[src/smgm_regs.svh]
// constants for the splice message gpio matcher
// Behaviour
// dtmf enabled: match, emit dtmf after preroll
// splice id enabled: fire only on equal
// program id enabled: fire only on equal
// start normal accepted: fire before splice point
// start immediate accepted: fire at splice point
// end normal accepted: fire before splice ends
// end immediate accepted: fire at end
// unaccepted splice types never trigger
// cancel enabled: revoke last issued trigger
// ignore preroll set: act at once
// ignore preroll clear: wait preroll first
// signed ms delay shifts preroll start
// all enabled criteria hold on one message
`ifndef SMGM_REGS_SVH
`define SMGM_REGS_SVH
`define SMGM_CLK_PERIOD_NS   20
`define SMGM_MS_NS           1000000
`define SMGM_CYC_PER_MS      ((`SMGM_MS_NS + `SMGM_CLK_PERIOD_NS - 1) / `SMGM_CLK_PERIOD_NS)
`define SMGM_PULSE_MS        1000
// accept mask bit positions
`define SMGM_ACC_START_NORMAL 0
`define SMGM_ACC_START_IMM    1
`define SMGM_ACC_END_NORMAL   2
`define SMGM_ACC_END_IMM      3
// configuration reset values
`define SMGM_ACCEPT_RST       4'h3
`define SMGM_DELAY_RST        16'h0000
`define SMGM_ID_RST           16'h0000
`define SMGM_DTMF_RST         32'h0000_0000
`endif

[src/smgm_pkg.sv]
// types shared by the splice message gpio matcher
package smgm_pkg;
  typedef enum logic [2:0] {
    SPL_START_NORMAL,
    SPL_START_IMM,
    SPL_END_NORMAL,
    SPL_END_IMM,
    SPL_CANCEL
  } smgm_splice_t;

  typedef struct packed {
    smgm_splice_t splice_type;
    logic [15:0]  splice_id;
    logic [15:0]  program_id;
    logic [31:0]  dtmf;
    logic [15:0]  preroll_ms;
  } smgm_msg_t;

  typedef struct packed {
    logic               dtmf_en;
    logic [31:0]        dtmf_val;
    logic               sid_en;
    logic [15:0]        sid_val;
    logic               pid_en;
    logic [15:0]        pid_val;
    logic [3:0]         accept;
    logic               cancel_en;
    logic               ignore_preroll;
    logic signed [15:0] delay_ms;
  } smgm_cfg_t;
endpackage : smgm_pkg

[src/smgm_ms_timer.sv]
// millisecond countdown timer with a one-cycle expiry pulse
`timescale 1ns/100ps
module smgm_ms_timer #(
  parameter int CYC_PER_MS = 50000,
  parameter int MS_W       = 18
) (
  input  wire logic            clk,
  input  wire logic            rstn,
  input  wire logic            load,
  input  wire logic [MS_W-1:0] load_ms,
  input  wire logic            abort,
  output logic                 expire
);
  localparam int CYC_W = $clog2(CYC_PER_MS + 1);
  localparam logic [CYC_W-1:0] CYC_LAST = CYC_W'(CYC_PER_MS - 1);

  logic            active_r,  active_nxt;
  logic [MS_W-1:0] ms_r,      ms_nxt;
  logic [CYC_W-1:0] cyc_r,    cyc_nxt;
  logic            expire_r,  expire_nxt;

  always_comb begin
    active_nxt = active_r;
    ms_nxt     = ms_r;
    cyc_nxt    = cyc_r;
    expire_nxt = 1'b0;
    // a fresh load wins over an expiry in the same cycle
    if (load) begin
      active_nxt = 1'b1;
      ms_nxt     = load_ms;
      cyc_nxt    = '0;
    end else if (abort) begin
      active_nxt = 1'b0;
    end else if (active_r) begin
      if (ms_r == '0) begin
        active_nxt = 1'b0;
        expire_nxt = 1'b1;
      end else if (cyc_r == CYC_LAST) begin
        cyc_nxt = '0;
        ms_nxt  = ms_r - MS_W'(1);
      end else begin
        cyc_nxt = cyc_r + CYC_W'(1);
      end
    end
  end

  always_ff @(posedge clk or negedge rstn) begin
    if (!rstn) begin
      active_r <= 1'b0;
      ms_r     <= '0;
      cyc_r    <= '0;
      expire_r <= 1'b0;
    end else begin
      active_r <= active_nxt;
      ms_r     <= ms_nxt;
      cyc_r    <= cyc_nxt;
      expire_r <= expire_nxt;
    end
  end

  assign expire = expire_r;
endmodule : smgm_ms_timer

[src/smgm_matcher.sv]
// splice message decoder driving one gpio trigger output
`timescale 1ns/100ps
`include "smgm_regs.svh"
module smgm_matcher #(
  parameter int CYC_PER_MS = `SMGM_CYC_PER_MS,
  parameter int PULSE_MS   = `SMGM_PULSE_MS
) (
  input  wire logic              clk,
  input  wire logic              rstn,
  input  wire logic              msg_valid,
  input  wire smgm_pkg::smgm_msg_t msg,
  input  wire logic              cfg_wr,
  input  wire smgm_pkg::smgm_cfg_t cfg_in,
  output smgm_pkg::smgm_cfg_t    cfg_out,
  output logic                   gpio_out,
  output logic                   dtmf_valid,
  output logic [31:0]            dtmf_out,
  output logic                   pending,
  output logic                   cancelled
);
  // wide enough for the longest preroll plus the largest positive delay
  localparam int MS_W = 18;

  // wait holds pending high, pulse holds the gpio high
  typedef enum {
    ST_IDLE,
    ST_WAIT,
    ST_PULSE
  } smgm_state_t;

  // id criteria shared by triggers and cancels
  function automatic logic ids_match(input smgm_pkg::smgm_cfg_t c,
                                     input smgm_pkg::smgm_msg_t m);
    logic ok;
    ok = 1'b1;
    if (c.sid_en && (m.splice_id != c.sid_val)) ok = 1'b0;
    if (c.pid_en && (m.program_id != c.pid_val)) ok = 1'b0;
    return ok;
  endfunction : ids_match

  // countdown before the trigger fires, in whole milliseconds
  function automatic logic [MS_W-1:0] wait_ms(input smgm_pkg::smgm_cfg_t c,
                                              input smgm_pkg::smgm_msg_t m);
    logic signed [MS_W:0] sum;
    sum = '0;
    case (m.splice_type)
      smgm_pkg::SPL_START_NORMAL,
      smgm_pkg::SPL_END_NORMAL: begin
        if (!c.ignore_preroll) begin

          sum = $signed({3'h0, m.preroll_ms}) + (MS_W + 1)'(c.delay_ms);
        end
      end
      default: sum = '0;
    endcase
    // a delay earlier than the message itself cannot be honoured
    if (sum < 0) sum = '0;
    return sum[MS_W-1:0];
  endfunction : wait_ms

  smgm_pkg::smgm_cfg_t cfg_r, cfg_nxt;
  smgm_state_t         state_r, state_nxt;
  logic                gpio_r, gpio_nxt;
  logic                dvalid_r, dvalid_nxt;
  logic [31:0]         dtmf_r, dtmf_nxt;
  logic [31:0]         dhold_r, dhold_nxt;
  logic                dsend_r, dsend_nxt;
  logic                pend_r, pend_nxt;
  logic                canc_r, canc_nxt;
  logic                tmr_load;
  logic [MS_W-1:0]     tmr_ms;
  logic                tmr_abort;
  logic                tmr_expire;
  logic                type_ok;
  logic                hit;
  logic                cancel_hit;

  // a write lands whole, so fields never mix old and new settings
  always_comb begin
    cfg_nxt = cfg_r;
    if (cfg_wr) cfg_nxt = cfg_in;
  end

  always_ff @(posedge clk or negedge rstn) begin
    if (!rstn) begin
      // start types accepted out of reset, end types not
      cfg_r                <= '0;
      cfg_r.dtmf_val       <= `SMGM_DTMF_RST;
      cfg_r.sid_val        <= `SMGM_ID_RST;
      cfg_r.pid_val        <= `SMGM_ID_RST;
      cfg_r.accept         <= `SMGM_ACCEPT_RST;
      cfg_r.delay_ms       <= `SMGM_DELAY_RST;
    end else begin
      cfg_r <= cfg_nxt;
    end
  end

  // cancel and unused codes never arm the trigger
  always_comb begin
    case (msg.splice_type)
      smgm_pkg::SPL_START_NORMAL: type_ok = cfg_r.accept[`SMGM_ACC_START_NORMAL];
      smgm_pkg::SPL_START_IMM:    type_ok = cfg_r.accept[`SMGM_ACC_START_IMM];
      smgm_pkg::SPL_END_NORMAL:   type_ok = cfg_r.accept[`SMGM_ACC_END_NORMAL];
      smgm_pkg::SPL_END_IMM:      type_ok = cfg_r.accept[`SMGM_ACC_END_IMM];
      default:                    type_ok = 1'b0;
    endcase
  end

  // every enabled criterion must hold for the same message
  assign hit = msg_valid && type_ok && ids_match(cfg_r, msg) &&
               (!cfg_r.dtmf_en || (msg.dtmf == cfg_r.dtmf_val));
  // cancel skips the dtmf test: its payload carries nothing to compare
  assign cancel_hit = msg_valid && cfg_r.cancel_en &&
                      (msg.splice_type == smgm_pkg::SPL_CANCEL) &&
                      ids_match(cfg_r, msg);

  always_comb begin
    state_nxt  = state_r;
    gpio_nxt   = gpio_r;
    dvalid_nxt = 1'b0;
    dtmf_nxt   = dtmf_r;
    dhold_nxt  = dhold_r;
    dsend_nxt  = dsend_r;
    pend_nxt   = pend_r;
    canc_nxt   = 1'b0;
    tmr_load   = 1'b0;
    tmr_ms     = '0;
    tmr_abort  = 1'b0;
    if (cancel_hit) begin
      // revoke whatever is waiting or already driven
      if (state_r != ST_IDLE) canc_nxt = 1'b1;
      tmr_abort = 1'b1;
      gpio_nxt  = 1'b0;
      pend_nxt  = 1'b0;
      state_nxt = ST_IDLE;
    end else if (hit) begin
      // the newest matching message replaces an older one
      tmr_load  = 1'b1;
      tmr_ms    = wait_ms(cfg_r, msg);
      dhold_nxt = msg.dtmf;
      dsend_nxt = cfg_r.dtmf_en;
      gpio_nxt  = 1'b0;
      pend_nxt  = 1'b1;
      state_nxt = ST_WAIT;
    end else begin
      case (state_r)
        ST_IDLE: begin
          pend_nxt = 1'b0;
        end
        // the timer adds two cycles of latency on top of the wait
        ST_WAIT: begin
          if (tmr_expire) begin
            gpio_nxt  = 1'b1;
            pend_nxt  = 1'b0;
            tmr_load  = 1'b1;
            tmr_ms    = MS_W'(PULSE_MS);
            state_nxt = ST_PULSE;
            if (dsend_r) begin
              dvalid_nxt = 1'b1;
              dtmf_nxt   = dhold_r;
            end
          end
        end
        // fixed pulse length; only a cancel or a new hit cuts it short
        ST_PULSE: begin
          if (tmr_expire) begin
            gpio_nxt  = 1'b0;
            state_nxt = ST_IDLE;
          end
        end
        default: begin
          gpio_nxt  = 1'b0;
          pend_nxt  = 1'b0;
          state_nxt = ST_IDLE;
        end
      endcase
    end
  end

  always_ff @(posedge clk or negedge rstn) begin
    if (!rstn) begin
      state_r  <= ST_IDLE;
      gpio_r   <= 1'b0;
      dvalid_r <= 1'b0;
      dtmf_r   <= '0;
      dhold_r  <= '0;
      dsend_r  <= 1'b0;
      pend_r   <= 1'b0;
      canc_r   <= 1'b0;
    end else begin
      state_r  <= state_nxt;
      gpio_r   <= gpio_nxt;
      dvalid_r <= dvalid_nxt;
      dtmf_r   <= dtmf_nxt;
      dhold_r  <= dhold_nxt;
      dsend_r  <= dsend_nxt;
      pend_r   <= pend_nxt;
      canc_r   <= canc_nxt;
    end
  end

  // one shared timer: a new hit reloads it, so only the newest message fires
  smgm_ms_timer #(
    .CYC_PER_MS (CYC_PER_MS),
    .MS_W       (MS_W)
  ) u_timer (
    .clk     (clk),
    .rstn    (rstn),
    .load    (tmr_load),
    .load_ms (tmr_ms),
    .abort   (tmr_abort),
    .expire  (tmr_expire)
  );

  // every output is a register, so downstream sees no decode glitches
  assign cfg_out    = cfg_r;
  assign gpio_out   = gpio_r;
  assign dtmf_valid = dvalid_r;
  assign dtmf_out   = dtmf_r;
  assign pending    = pend_r;
  assign cancelled  = canc_r;
endmodule : smgm_matcher

[config.mk]
export PLATFORM = sky130hd
export DESIGN_NAME = smgm_matcher
export DESIGN_NICKNAME = d
export VERILOG_FILES = /design/src/smgm_pkg.sv /design/src/smgm_ms_timer.sv /design/src/smgm_matcher.sv
export VERILOG_INCLUDE_DIRS = /design/src
export SDC_FILE = /design/constraint.sdc
export NUM_CORES = 1
export LEC_CHECK = 0
export BUFFER_PORTS_ARGS = -buffer_cell sky130_fd_sc_hd__buf_2
export CAP_MARGIN = 20
export CORE_MARGIN = 2
export CORE_UTILIZATION = 52
export DETAILED_ROUTE_END_ITERATION = 12
export PLACE_DENSITY = 0.81
export SLEW_MARGIN = 20
export SYNTH_ARGS = -nofsm -noshare
export SYNTH_HDL_FRONTEND = slang
export SYNTH_SLANG_ARGS = --single-unit
[constraint.sdc]
create_clock -name clk -period 3.5 [get_ports clk]
set_clock_uncertainty 0.05 [all_clocks]
set_input_delay 0.35 -clock clk [delete_from_list [all_inputs] [get_ports clk]]
set_output_delay 0.35 -clock clk [all_outputs]
set_load 0.02 [all_outputs]
==> impl_metrics.env <==
export IMPL_p_leak_nw=5.67
export IMPL_worst_slew_pin_slew_ns=0.914
export IMPL_ios=301
export IMPL_yosysSeqAreaShare_pct=51.0
export IMPL_synth_edf_count=0
export IMPL_worstPathCellList="ha_1 > o21ai_0 > a211oi_1 > a211oi_2 > o21ai_2 > a311oi_4 > buf_4 > nand3_1 > a31oi_1 > o22a_1"
export IMPL_worst_hold_slack_ns=-0.00455
export IMPL_cts_tree="yes"
export IMPL_layout_cells_non_filler=1335
export IMPL_grt_start_max_net_pins=112
export IMPL_dr_wl_met2_um=12800
export IMPL_fmax_mhz=309
export IMPL_grt_ovfl_total=0
export IMPL_drive_gt1_share_pct=47.4
export IMPL_areaGrowthSynthToFinish_pct=25.5
export IMPL_critPathBufInv=1
export IMPL_drt_pass1_iter_count=4
export IMPL_period_share_pct=92.4
export IMPL_setup_worst_path_start_class="flip-flop"
export IMPL_slowest_stage="a311oi_4"
export IMPL_drv_slew=0
export IMPL_cts_sink_count=195
export IMPL_netlist_area_um2=9570
export IMPL_grt_pass1_wl_um=39400
export IMPL_drt_initial_drc_count=490
export IMPL_crit_path_max_fanout=6
export IMPL_route_detailed_drc=0
export IMPL_cts_buffer_depth=2
export IMPL_port_buffers=300
export IMPL_core_rowCount=49
export IMPL_hold_viol=2
export IMPL_routabilityCongestion=0.854
export IMPL_ant_nets=0
export IMPL_vias=7422
export IMPL_worstPathRequired_ns=3.81
export IMPL_cts_inserted_buffers=17
export IMPL_syn_area_per_cell_um2=12.2
export IMPL_met3WireLength_um=1220
export IMPL_power_density_nw_per_um2=503
export IMPL_die_y_um=140
export IMPL_dp_hpwl_um=18700
export IMPL_clock_latency_ns=0.44
export IMPL_worstSetupEndpointType="flip-flop"
export IMPL_core_um2=18000
export IMPL_hold_path_class="in2async"
export IMPL_top_layer="met4"
export IMPL_violations="hold timing"
export IMPL_start_util_pct=53.1
export IMPL_reg2reg_slack_ns=0.26
export IMPL_final_nets=1286
export IMPL_antenna_found_initial=3
export IMPL_grt_pass1_vias=7666
export IMPL_synthCells=781
export IMPL_clkTransAtPathRegs_ns=0.08
export IMPL_clockRootBuffer="clkbuf_16"
export IMPL_arrival_ns=3.55
export IMPL_period_needed_ns=3.24
export IMPL_setup_viol=0
export IMPL_finalWirelength_um=24900
export IMPL_crit_family="compound AO/OA/AOI/OAI gates"
export IMPL_ys_seq_elements=195
export IMPL_dieArea_um2=19500
export IMPL_ys_warn_count=0
export IMPL_setup_tns_final_ns=0
export IMPL_status="finished, violations left"
export IMPL_detail_route_wl_per_cell_um=18.6
export IMPL_async_flop_share_pct=100
export IMPL_vias_per_cell=5.56
export IMPL_syn_nets=977
export IMPL_h_tree_depth=4
export IMPL_max_cap_violations=0
export IMPL_synth_distinct_cells=65
export IMPL_synth_main_ff_cell="dfrtp_1"
export IMPL_fp_dieW_um=140
export IMPL_slew_headroom_pct=39.1
export IMPL_vdd_drop_max_v=0.000390
export IMPL_met1_length_um=10200
export IMPL_rsz0062_at_grt="no"
export IMPL_slowest_delay_ns=0.46
export IMPL_worstSetupPathType="reg2reg"
export IMPL_dp_cells=1300
export IMPL_grt_util_all_layers_pct=25.4
## synthesized netlist by cell type (2+ instances only)
cell type,number,share of area (%)
nor2_1,36,1.4
nor3_1,18,0.94
or2_2,2,0.13
dfrtp_1,193,50
a2bb2oi_1,3,0.27
dfstp_2,2,0.55
clkbuf_1,15,0.59
a21oi_1,26,1.4
a21boi_0,2,0.16
or3_1,8,0.52
ha_1,19,2.5
a31oi_1,10,0.65
nand2b_1,7,0.46
inv_1,16,0.63
o2111ai_1,5,0.46
a211oi_1,4,0.31
nor4_1,3,0.20
xor2_1,15,1.4
and4_1,3,0.27
nand4_1,19,1.2
nor2b_1,4,0.26
o31ai_1,2,0.16
o41ai_2,2,0.34
xnor2_1,75,6.9
nand3_1,17,0.89
buf_6,2,0.24
a21o_1,6,0.47
o21ai_0,17,0.89
o21a_1,6,0.47
o22ai_1,6,0.39
a31o_2,3,0.27
and3_1,10,0.65
nand2_1,28,1.1
buf_2,9,0.47
nand3b_1,2,0.16
mux2_2,152,18
o22a_1,5,0.46
or4_1,2,0.16
## flip-flops by register name, indices dropped and copies added, names as in the netlist
signal,cells
pending,1
u_timer.expire,1
cfg_out,89
cancelled,1
dhold_r,32
dsend_r,1
dtmf_out,32
dtmf_valid,1
u_timer.ms_r,18
u_timer.cyc_r,16
state_r,2
u_timer.active_r,1
## metrics by stage
stage	power, W	worst slack [ns]	cell area, µm²	hold slack (ns)	util, %
2_1_floorplan	0.00364	0.631	9570	0.00441	-
3_3_place_gp	0.00406	0.405	11400	0.431	63.1
3_5_place_dp	0.00411	0.333	11400	0.441	63.1
4_1_cts	0.00608	0.264	12000	0.0288	66.5
5_1_grt	0.00633	0.0238	12000	0.0661	66.6
6_report	0.00604	0.265	12000	-0.00455	66.6
## cells in the final DEF, fill, tap and decap left out, types with 7 or more instances in the layout
master / n
buf_2: 298
dfrtp_1: 193
and3_1: 10
clkbuf_16: 17
nand3_1: 17
or3_1: 8
nor2_1: 36
inv_1: 16
a21oi_1: 26
o21ai_0: 17
xor2_1: 15
nand4_1: 19
ha_1: 19
a31oi_1: 10
mux2_2: 152
nor3_1: 17
nand2_1: 28
xnor2_1: 75
nand2b_1: 7
buf_4: 18
## per-layer routing
metal | global-route usage [%] | vias to the layer above
met4 | 9.68 | 0
met1 | 32.2 | 3674
li1 | - | 3463
met3 | 4.85 | 44
met5 | 0 | -
met2 | 43.5 | 241
## report_power, final
group          switching [W]  internal (W)
combinational       0.000656      0.000619
clock               0.000999      0.000972
sequential          0.000240       0.00255
## timing repair
| action | CTS | global route |
|---|---|---|
| hold buffers | 0 | 0 |
| buffers inserted | 0 | 0 |
| resized for setup | 0 | 1 |
| endpoints found under the setup margin | 0 | 1 |
## cell families (layout without fill, tap and decap cells)
kind of cell	after synthesis	after routing	synth area share (%)
AOI/OAI and AO/OA	113	113	8.71
adders and majority gates	20	20	2.69
muxes	153	153	18.1
other	0	3	0
DFF	195	195	51.0
and+or+nand+nor	167	167	9.22
xor gates and xnor gates	90	90	8.24
buffers and inverters	43	365	1.97
## layout make-up
class                      count  area [µm²]
tap                          229         287
clock buffer                  17         425
inverter                      16        60.1
clock inverter                15         184
sequential                   195        4880
multi-input combinational    543        4520
fill                        1409        6020
timing repair buffer         317        1640
antenna                        3        7.51
## worst paths after layout
| check | to | cells after the start | startpoint |
|---|---|---|---|
| min in group clk | cfg_out[1]$_DFFE_PN0P_ | 3 | cfg_in[1] |
| setup reg to reg | u_timer.ms_r[9]$_DFFE_PN0P_ | 10 | cfg_out[5]$_DFFE_PN0P_ |
| hold / removal | cfg_out[5]$_DFFE_PN0P_ | 1 | rstn |
| max in group asynchronous | cfg_out[57]$_DFFE_PN0P_ | 2 | rstn |
| hold reg to reg | dtmf_out[2]$_DFFE_PN0P_ | 1 | dtmf_out[2]$_DFFE_PN0P_ |
| setup / recovery | u_timer.ms_r[9]$_DFFE_PN0P_ | 10 | cfg_out[5]$_DFFE_PN0P_ |
No activity file was read; power rests on OpenSTA's default activity.
